### config.mk
export PLATFORM = sky130hd
export DESIGN_NAME = rsu_core
export DESIGN_NICKNAME = d
export VERILOG_FILES = /design/src/rsu_pkg.sv /design/src/rsu_core.sv
export SDC_FILE = /design/constraint.sdc
export NUM_CORES = 1
export LEC_CHECK = 0
export ABC_AREA = 0
export BUFFER_PORTS_ARGS = -buffer_cell sky130_fd_sc_hd__buf_2
export CORE_ASPECT_RATIO = 1.75
export CORE_MARGIN = 2
export CORE_UTILIZATION = 50
export DETAILED_ROUTE_END_ITERATION = 6
export HOLD_SLACK_MARGIN = 0.08
export PLACE_DENSITY = 0.71
export SYNTH_ARGS = -nofsm -noshare
export SYNTH_HDL_FRONTEND = slang
export SYNTH_SLANG_ARGS = --single-unit
### constraint.sdc
create_clock -name clk -period 2.21 [get_ports clk]
set_input_delay 0.1105 -clock clk [delete_from_list [all_inputs] [get_ports clk]]
set_output_delay 0.1105 -clock clk [all_outputs]
set_load 0.01 [all_outputs]
### src/rsu_pkg.sv
// Package for the remote upgrade status and reconfiguration block
package rsu_pkg;

  // APB register byte addresses
  localparam logic [7:0] ADDR_CUR_WORD0 = 8'h00;
  localparam logic [7:0] ADDR_CUR_WORD1 = 8'h04;
  localparam logic [7:0] ADDR_PREV_ONE  = 8'h08;
  localparam logic [7:0] ADDR_PREV_TWO  = 8'h0c;
  localparam logic [7:0] ADDR_UPDATE    = 8'h10;
  localparam logic [7:0] ADDR_CONTROL   = 8'h14;
  localparam logic [7:0] ADDR_IRQ_STAT  = 8'h18;
  localparam logic [7:0] ADDR_IRQ_MASK  = 8'h1c;
  localparam logic [7:0] ADDR_CAPTURE   = 8'h20;
  localparam logic [7:0] ADDR_SHIFT     = 8'h24;

  // Control and update register layout
  localparam int CTL_W         = 39;
  localparam int CTL_TIMER_LSB = 0;
  localparam int CTL_TIMER_W   = 12;
  localparam int CTL_ADDR_LSB  = 12;
  localparam int CTL_ADDR_W    = 22;
  localparam int CTL_WD_EN     = 35;
  localparam int CTL_OSC_INT   = 36;
  localparam int CTL_EARLY     = 37;

  // Status word fields
  localparam int ST_STATE_LSB  = 30;
  localparam int ST_WD_EN      = 29;
  localparam int PREV_STATE_LSB = 24;
  localparam int CAUSE_EXT_RESET = 30;
  localparam int CAUSE_CRC       = 29;
  localparam int CAUSE_PIN_ERR   = 28;
  localparam int CAUSE_WATCHDOG  = 27;
  localparam int CAUSE_CORE      = 26;
  // Fixed tail below the 12 programmable timer bits
  localparam logic [16:0] WD_TAIL = 17'h00008;

  // Marker shifted out for an invalid previous-state capture
  localparam logic [31:0] INVALID_CAPTURE = 32'hffff_ffff;

  // Capture selections
  localparam logic [1:0] CAP_CURRENT = 2'h0;
  localparam logic [1:0] CAP_PREV1   = 2'h1;
  localparam logic [1:0] CAP_PREV2   = 2'h2;

  // Timing
  localparam int CLK_MHZ          = 250;
  localparam int CORE_REQ_MIN_NS  = 250;
  localparam int CORE_REQ_CYCLES  = (CORE_REQ_MIN_NS * CLK_MHZ + 999) / 1000;
  localparam int RELOAD_NS        = 40;
  localparam int RELOAD_CYCLES    = (RELOAD_NS * CLK_MHZ + 999) / 1000;

  // Master state
  typedef enum logic [1:0] {
    RSU_FACTORY = 2'b00,
    RSU_APP1    = 2'b01,
    RSU_APP2    = 2'b11,
    RSU_RECONF  = 2'b10
  } rsu_state_e;

  // Interrupt bits
  localparam int IRQ_RECONF  = 0;
  localparam int IRQ_CAPTURE = 1;
  localparam int IRQ_W       = 2;

endpackage : rsu_pkg

### src/rsu_core.sv
// Remote upgrade status recording and reconfiguration steering
//
// Behaviour
// - Record the cause of every reconfiguration out of an application image in the status records.
// - Factory current word: state 31:30, zeros 29:24, boot address 23:0.
// - Application word one: state 31:30, watchdog enable 29, timeout 28:0.
// - Application word two: state 31:30, zeros 29:24, boot address 23:0.
// - Keep two previous-state records of identical layout for debugging.
// - One-hot cause bits 30..26: reset, CRC, pin error, watchdog, core.
// - Simultaneous causes: only the highest bit position is flagged.
// - Records hold left state in 25:24, boot address in 23:0.
// - Previous capture before any application entry yields an invalid marker.
// - Update writes from user logic, control writes by machine, factory only.
// - Core request rising in the factory image copies update into control, reconfigures.
// - Any trigger sets control to load factory or application image.
// - Status updated after the error, before factory loading starts.
// - Error triggers clear control; core trigger loads update register from factory only, else clears control.
// - Capture copies status contents into the shift register.
//
// Our own choices: the APB register port and the register offsets.
`timescale 1ns/1ps

module rsu_core
  import rsu_pkg::*;
#(
  parameter int RELOAD_LEN = RELOAD_CYCLES
) (
  // Clock and reset
  input  wire logic        clk,
  input  wire logic        rst_b,
  // APB slave
  input  wire logic        psel,
  input  wire logic        penable,
  input  wire logic        pwrite,
  input  wire logic [7:0]  paddr,
  input  wire logic [31:0] pwdata,
  output logic      [31:0] prdata,
  output logic             pready,
  output logic             pslverr,
  // Trigger pins from outside the clock domain
  input  wire logic        core_reconfig_request,
  input  wire logic        external_config_reset_n,
  input  wire logic        config_error_pin_n,
  input  wire logic        crc_error,
  input  wire logic        watchdog_expiry,
  // Status to the loader
  output logic             reload_start,
  output logic [1:0]       master_state,
  output logic             irq
);

  // Synchronisers
  logic [4:0] sync1;
  logic [4:0] sync2;
  logic [4:0] sync_q;
  always_ff @(posedge clk or negedge rst_b) begin
    if (!rst_b) begin
      sync1  <= 5'h03;
      sync2  <= 5'h03;
      sync_q <= 5'h03;
    end else begin
      sync1  <= {watchdog_expiry, crc_error, core_reconfig_request,
                 config_error_pin_n, external_config_reset_n};
      sync2  <= sync1;
      sync_q <= sync2;
    end
  end

  // Rising or falling edges of the synchronised levels
  logic ev_ext;
  logic ev_pin;
  logic ev_core;
  logic ev_crc;
  logic ev_wd;
  assign ev_ext  = sync_q[0] & ~sync2[0];
  assign ev_pin  = sync_q[1] & ~sync2[1];
  assign ev_core = ~sync_q[2] & sync2[2];
  assign ev_crc  = ~sync_q[3] & sync2[3];
  assign ev_wd   = ~sync_q[4] & sync2[4];

  // Priority encoder, highest bit first
  function automatic logic [4:0] rsu_one_hot(input logic [4:0] raw);
    logic [4:0] res;
    res = 5'h00;
    if (raw[4]) res = 5'h10;
    else if (raw[3]) res = 5'h08;
    else if (raw[2]) res = 5'h04;
    else if (raw[1]) res = 5'h02;
    else if (raw[0]) res = 5'h01;
    return res;
  endfunction : rsu_one_hot

  logic [4:0] raw_cause;
  logic [4:0] cause;
  logic       trigger;
  assign raw_cause = {ev_ext, ev_crc, ev_pin, ev_wd, ev_core};
  assign cause     = rsu_one_hot(raw_cause);
  assign trigger   = |raw_cause;

  // Registers
  rsu_state_e        state;
  logic [CTL_W-1:0]  update_reg;
  logic [CTL_W-1:0]  control_reg;
  logic [30:0]       prev_one;
  logic [30:0]       prev_two;
  logic              app_seen;
  logic [31:0]       shift_reg;
  logic [IRQ_W-1:0]  irq_stat;
  logic [IRQ_W-1:0]  irq_mask;
  logic [15:0]       reload_cnt;

  logic        wr_en;
  logic        rd_en;
  logic        is_factory;
  logic [23:0] boot_addr;
  logic [28:0] wd_value;
  assign wr_en      = psel & penable & pwrite;
  assign rd_en      = psel & penable & ~pwrite;
  assign is_factory = (state == RSU_FACTORY);
  assign boot_addr  = {control_reg[CTL_ADDR_LSB +: CTL_ADDR_W], 2'b00};
  assign wd_value   = {control_reg[CTL_TIMER_LSB +: CTL_TIMER_W], WD_TAIL};

  // Current-state words
  logic [31:0] cur_word0;
  logic [31:0] cur_word1;
  always_comb begin
    if (is_factory) begin
      cur_word0 = {state, 6'h00, boot_addr};
    end else begin
      cur_word0 = {state, control_reg[CTL_WD_EN], wd_value};
    end
    cur_word1 = {state, 6'h00, boot_addr};
  end

  // Master state machine
  always_ff @(posedge clk or negedge rst_b) begin
    if (!rst_b) begin
      state <= RSU_FACTORY;
    end else begin
      case (state)
        RSU_FACTORY: begin
          if (trigger) state <= RSU_RECONF;
        end
        RSU_APP1, RSU_APP2: begin
          if (trigger) state <= RSU_RECONF;
        end
        RSU_RECONF: begin
          if (reload_cnt == 16'h0001) begin
            state <= (control_reg == '0) ? RSU_FACTORY : RSU_APP1;
          end
        end
        default: state <= RSU_FACTORY;
      endcase
    end
  end

  // Reload hold counter; status is final before the reload pulse
  always_ff @(posedge clk or negedge rst_b) begin
    if (!rst_b) begin
      reload_cnt <= 16'h0000;
    end else if (state != RSU_RECONF && trigger) begin
      reload_cnt <= 16'(RELOAD_LEN + 1);
    end else if (reload_cnt != 16'h0000) begin
      reload_cnt <= reload_cnt - 16'h0001;
    end
  end

  always_ff @(posedge clk or negedge rst_b) begin
    if (!rst_b) begin
      reload_start <= 1'b0;
    end else begin
      reload_start <= (state == RSU_RECONF) && (reload_cnt == 16'h0001);
    end
  end

  always_ff @(posedge clk or negedge rst_b) begin
    if (!rst_b) begin
      master_state <= 2'b00;
    end else begin
      master_state <= state;
    end
  end

  // Update register: user writes, factory image only
  always_ff @(posedge clk or negedge rst_b) begin
    if (!rst_b) begin
      update_reg <= '0;
    end else if (wr_en && is_factory && paddr == ADDR_UPDATE) begin
      update_reg <= {update_reg[CTL_W-1:32], pwdata};
    end else if (wr_en && is_factory && paddr == ADDR_CONTROL) begin
      update_reg <= {pwdata[CTL_W-33:0], update_reg[31:0]};
    end
  end

  // Control register: only the state machine writes it
  always_ff @(posedge clk or negedge rst_b) begin
    if (!rst_b) begin
      control_reg <= '0;
    end else if (state != RSU_RECONF && trigger) begin
      if (cause == 5'h01 && is_factory) begin
        control_reg <= update_reg;
      end else begin
        control_reg <= '0;
      end
    end
  end

  // Previous-state records
  always_ff @(posedge clk or negedge rst_b) begin
    if (!rst_b) begin
      prev_one <= '0;
      prev_two <= '0;
      app_seen <= 1'b0;
    end else if (state != RSU_RECONF && trigger) begin
      if (!is_factory) begin
        prev_two <= prev_one;
        prev_one <= {cause, state, boot_addr};
      end
    end else if (state == RSU_APP1) begin
      app_seen <= 1'b1;
    end
  end

  // Capture and shift register
  always_ff @(posedge clk or negedge rst_b) begin
    if (!rst_b) begin
      shift_reg <= 32'h0000_0000;
    end else if (wr_en && paddr == ADDR_CAPTURE) begin
      case (pwdata[1:0])
        CAP_CURRENT: shift_reg <= is_factory ? cur_word0 : cur_word1;
        CAP_PREV1:   shift_reg <= app_seen ? {1'b0, prev_one} : INVALID_CAPTURE;
        CAP_PREV2:   shift_reg <= app_seen ? {1'b0, prev_two} : INVALID_CAPTURE;
        default:     shift_reg <= cur_word0;
      endcase
    end
  end

  // Interrupt status: set wins over write-one clear
  logic [IRQ_W-1:0] irq_set;
  assign irq_set = {wr_en && paddr == ADDR_CAPTURE, reload_start};
  always_ff @(posedge clk or negedge rst_b) begin
    if (!rst_b) begin
      irq_stat <= '0;
    end else if (wr_en && paddr == ADDR_IRQ_STAT) begin
      irq_stat <= (irq_stat & ~pwdata[IRQ_W-1:0]) | irq_set;
    end else begin
      irq_stat <= irq_stat | irq_set;
    end
  end

  always_ff @(posedge clk or negedge rst_b) begin
    if (!rst_b) begin
      irq_mask <= '0;
    end else if (wr_en && paddr == ADDR_IRQ_MASK) begin
      irq_mask <= pwdata[IRQ_W-1:0];
    end
  end

  always_ff @(posedge clk or negedge rst_b) begin
    if (!rst_b) begin
      irq <= 1'b0;
    end else begin
      irq <= |(irq_stat & irq_mask);
    end
  end

  // APB: no wait state; pready and read data come from flops
  logic mapped;
  always_comb begin
    if (paddr == ADDR_CUR_WORD0 || paddr == ADDR_CUR_WORD1 ||
        paddr == ADDR_PREV_ONE  || paddr == ADDR_PREV_TWO  ||
        paddr == ADDR_UPDATE    || paddr == ADDR_CONTROL   ||
        paddr == ADDR_IRQ_STAT  || paddr == ADDR_IRQ_MASK  ||
        paddr == ADDR_CAPTURE   || paddr == ADDR_SHIFT) begin
      mapped = 1'b1;
    end else begin
      mapped = 1'b0;
    end
  end

  logic [31:0] rd_mux;
  always_comb begin
    if (paddr == ADDR_CUR_WORD0) begin
      rd_mux = cur_word0;
    end else if (paddr == ADDR_CUR_WORD1) begin
      rd_mux = cur_word1;
    end else if (paddr == ADDR_PREV_ONE) begin
      rd_mux = {1'b0, prev_one};
    end else if (paddr == ADDR_PREV_TWO) begin
      rd_mux = {1'b0, prev_two};
    end else if (paddr == ADDR_UPDATE) begin
      rd_mux = update_reg[31:0];
    end else if (paddr == ADDR_CONTROL) begin
      rd_mux = {25'h0, control_reg[CTL_W-1:32]};
    end else if (paddr == ADDR_IRQ_STAT) begin
      rd_mux = {30'h0, irq_stat};
    end else if (paddr == ADDR_IRQ_MASK) begin
      rd_mux = {30'h0, irq_mask};
    end else if (paddr == ADDR_SHIFT) begin
      rd_mux = shift_reg;
    end else begin
      rd_mux = 32'h0000_0000;
    end
  end

  always_ff @(posedge clk or negedge rst_b) begin
    if (!rst_b) begin
      pready  <= 1'b0;
      pslverr <= 1'b0;
      prdata  <= 32'h0000_0000;
    end else begin
      pready  <= psel & ~penable;
      pslverr <= psel & ~penable & ~mapped;
      prdata  <= (psel & ~penable & ~pwrite) ? rd_mux : 32'h0000_0000;
    end
  end

endmodule : rsu_core

==> results <==
- The tool flagged a number of max-cap violations equal to 0.
- Once layout is complete, the cells apart from fillers number 1526.
- The largest individual stage delay along the critical path comes from the cell or4_1.
- The area of the placeable core is approximately 0.023 mm².
- The worst setup path is of the flop to flop kind.
- The total CTS buffers is 24.
- The aggregate routed wire length is about 36000 µm.
- The residual antenna-violating net count after detailed routing is 0.
- The count of warnings emitted by yosys is 0.
- At the pin with the least slew margin, the transition time is ~0.90 ns.
- Of the post-synthesis cell area, the dominant cell type holds 0.5135.
- The first global-routing pass estimated roughly 56000 µm of wire.
- At the worst endpoint, the required time is between 2 and 3 ns.
- The worst setup path is launched from a flop.
- Registers take just over 0.006 mm².
- The global-route usage over all layers is 0.2986.
- For the final routed database, the setup TNS stands at 0 ns.
- The most frequently used flop master after synthesis is dfrtp_1.
- The area of the mapped netlist is 0.01155 mm².
- Among cell families on the critical path, the largest total delay comes from simple AND/OR/NAND/NOR gates.
- The post-layout minimum cycle time is roughly 2.1 ns.
- The root buffer cell chosen for the clock tree is clkbuf_16.
- The worst hold path begins at pwrite.
- In the final layout, the multi-input gates occupy 0.005021 mm².
- Of the total power, registers draw 0.448.
- Entering global routing, the biggest net connects 78 pins.
- The critical-path maximum fanout is between 40 and 50.
- The number of antenna violations at the first check in global routing is 0.
- The total setup violations reported at the end of the flow is 0.
- Derived from the worst setup path, the maximum achievable clock frequency is between 0.4 and 0.5 GHz.
- 0 antenna diodes ended up in the layout.
- The overall die height is around 210 µm.
- The detailed router's first-iteration violation count is between 1000 and 1500.
- The number of cells after detailed placement is around 1400.
- The routed layout has just under 10000 vias.
- Post-CTS timing repair inserted 0 buffers for setup.
- Of the total power, combinational logic draws 0.138.
- The internal power of the cells totals a little under 8000 µW.
- The total power per unit cell area is ~760 mW/mm².
- After detailed routing, the number of remaining DRC violations is 0.
- The die covers roughly 0.024 mm².
- The area overhead of the layout relative to synthesis is 22.17%.
- The ratio of cells with drive above 1 in the final layout is 0.2781.
- After synthesis, the cell types taking the most area are dfrtp_1 (51%), mux2_2 (9.4%), a22o_1 (3.7%), a21oi_1 (3.0%), a2111oi_0 (2.7%).
- For this run, asynchronously set or reset flops after synthesis account for 1.000.
- The min-delay analysis places its worst path in the category input pin to flop.
- The largest incremental delay on the critical path is approximately 0.55 ns.
- The sum of net half-perimeters after detailed placement is 25070 µm.
- In the synthesized netlist, the number of instances is 1052.
- Across the VDD grid, the largest voltage drop is approximately 1.0 mV.
- The layout has ~1800 filler cells.
- In this run the tightest slew margin relative to its limit is 0.3852.
- In this run the power spent charging and discharging nets is between 2000 and 3000 µW.
- The switching share of power is 0.2591.
- The number of global-route vias before repair was roughly 10000.
- The number of buffers and inverters on the critical path is 1.
- ~90 I/O pins were placed.
- The post-synthesis sequential area ratio is 0.5271.
- The number of nets in the synthesized netlist is roughly 1100.
- The final number of hold-violating endpoints is 0.
- The count of flip-flops with a built-in enable after synthesis is 0.
- The die extent in x is between 100 and 150 µm.
- The per-cell via count in the routed design is 6.423.
- The launching element of the worst setup path is sync2[0].
- The CTS tree is done.
- The clock sink count is approximately 240.
- After synthesis the netlist holds a flip-flop and latch count of roughly 240.
- The length of the first detailed-routing pass in iterations is 6.
- The final estimated routing congestion in global placement is about 0.95.
- The largest area contributor in the synthesized netlist is dfrtp_1.
- Dividing the synthesized area by the synthesized cell count gives 10.98 µm².
- The total number of H-tree levels is 1.
- At the later pin of the worst-skew pair, clock insertion delay measures approximately 0.53 ns.
- The initial utilization of the core area, before any placement, comes to 0.5078.
- The remaining global-route overflow is 0.
- The endpoint type of the worst setup path is a flop.
- The number of I/O port buffers is between 80 and 90.
- The final non-filler cell area is 0.01411 mm².
- Summed over all cells, the static leakage comes to 0.006752 µW.
- The startpoint identified for the worst register-to-register timing path is sync2[0].
- The flow ran to the end, and the final reports show no timing, DRC or antenna violations.
- The share of total power dissipated in the clock network is 0.414.
- At the worst endpoint, the arrival time is 2.55 ns.
- After floorplanning, the core was divided into between 70 and 80 placement rows.
- The register clock-pin slew on the reported worst setup and hold paths is 0.06 ns.
- The clock tree skew after final layout is between 0.01 and 0.015 ns.
- The post-detailed-placement cell area is 0.01281 mm².
- The synthesized netlist contains a little over 70 unique library cells.
- The longest clock path from root to sink contains 3 buffers.
- Setup repair after global routing left no endpoint under its margin.
- The final max-slew violation count is 0.
- The post-route clock period utilization is 0.9669.
- The final layout net count is between 1000 and 1500.
- Walking the worst path, the cells encountered are nor2b_1, or4_1, o21ai_4, buf_12, mux2_2.
- The mean routed wirelength per cell is 23.45 µm.
[metal layers]
layer / GRT usage / vias up / part of all wire
met5: 0 / - / 0
met4: 0.2156 / 0 / 0.078
met3: 0.03842 / 139 / 0.065
met2: 0.5158 / 525 / 0.50
met1: 0.3382 / 4849 / 0.35
li1: - / 4289 / -
[cell usage after synthesis (3+ instances only)]
master     instances
dfstp_2            6
o2bb2ai_1          9
a221oi_1          13
a21oi_1           69
or4b_2             3
or3_1              7
inv_1             49
o41ai_1            3
mux2_1             3
buf_1              5
or4_1              5
o32ai_1            3
nor3b_1            3
a2111oi_0         35
nor2_1            43
and2_1             7
buf_2             12
or4_4              3
o21a_1             4
nor4_1            14
nand3_1            4
nor2b_1           11
a222oi_1           3
o22ai_1           35
o21ai_0           58
clkbuf_1          59
nor3_1            27
a22o_1            49
mux2i_1           15
nand2_1           32
nand4_1            7
and3_1            21
or3_2              3
a211oi_1           4
o31ai_1           10
dfrtp_1          237
a22oi_1           15
a21o_1            19
nand2b_1          11
mux2_2            96
[timing repair]
action | in CTS | in global routing
gates cloned | 0 | 0
pin swaps | 0 | 2
hold buffers | 41 | 0
resized for setup | 1 | 4
hold endpoints to repair | 264 | 0
setup endpoints to repair | 1 | 7
[power groups by stage]
stage	clock, µW	sequential (µW)	combinational (µW)
after CTS	4510	4790	1460
after global placement	0	4860	1370
final	4440	4790	1480
after global routing	4720	4810	1610
after detailed placement	0	4860	1390
after floorplan	0	4830	804
[tightest hold or removal path, delay by kind of cell]
family | cells | cell delay (ns)
AO/OA/AOI/OAI | 1 | 0.08
buffers and inverters | 1 | 0.11
AND/OR/NAND/NOR | 2 | 0.31
[placed cells by master (no fill, tap or decap), drive strengths merged, types with 5 or more instances in the layout]
master and instances:
a22oi 15, a221oi 13, o21ai 59, mux2 99, clkinv 5, dfrtp 237
a21oi 69, a22o 49, or4 9, nand4 7, nand2b 11, nor2 43
o31ai 10, dfstp 6, and2 7, nand2 32, dlygate4sd3 41, inv 49
buf 167, clkbuf 32, or3 11, nor2b 11, mux2i 15, a21o 19
a2111oi 36, nor4 16, and3 21, nor3 30, o22ai 35, o2bb2ai 9
[metrics by stage]
| stage | util | setup slack, ns | power, µW | hold slack, ns |
|---|---|---|---|---|
| finish | 0.6205 | 0.07316 | 10710 | 0.1300 |
| global route | 0.6205 | 0.002986 | 11140 | 0.1093 |
| CTS | 0.6199 | 0.04622 | 10750 | 0.09350 |
| detailed placement | 0.5633 | -0.2311 | 6259 | 0.1306 |
| global placement | 0.5633 | -0.1594 | 6225 | 0.1260 |
| floorplan | - | 0.06670 | 5635 | -0.1851 |
[layout make-up]
class,instances,share of cell area
Timing Repair Buffer,208,0.1112
Tap cell,300,0.02660
Clock buffer,32,0.04974
Multi-Input combinational cell,682,0.3558
Sequential cell,243,0.4315
Clock inverter,12,0.01215
Inverter,49,0.01303
[final timing paths]
path	to	depth (start not counted)	slack, ns
max	prev_two[7]	5	0.07
min	prdata[3]	4	0.13
min reg2reg	sync2[3]	0	0.35
min in group asynchronous	update_reg[35]	2	0.14
max reg2reg	prev_two[7]	5	0.07
max in group asynchronous	prev_two[18]	3	1.30
[logic make-up after synthesis]
family / share of synthesized area
buf+inv: 0.04322
flops: 0.5271
compound gates: 0.2072
fa+ha+maj: 0.002166
mux: 0.1095
simple gates: 0.1084
xor+xnor: 0.002275
(Power assumes the default switching activity.)
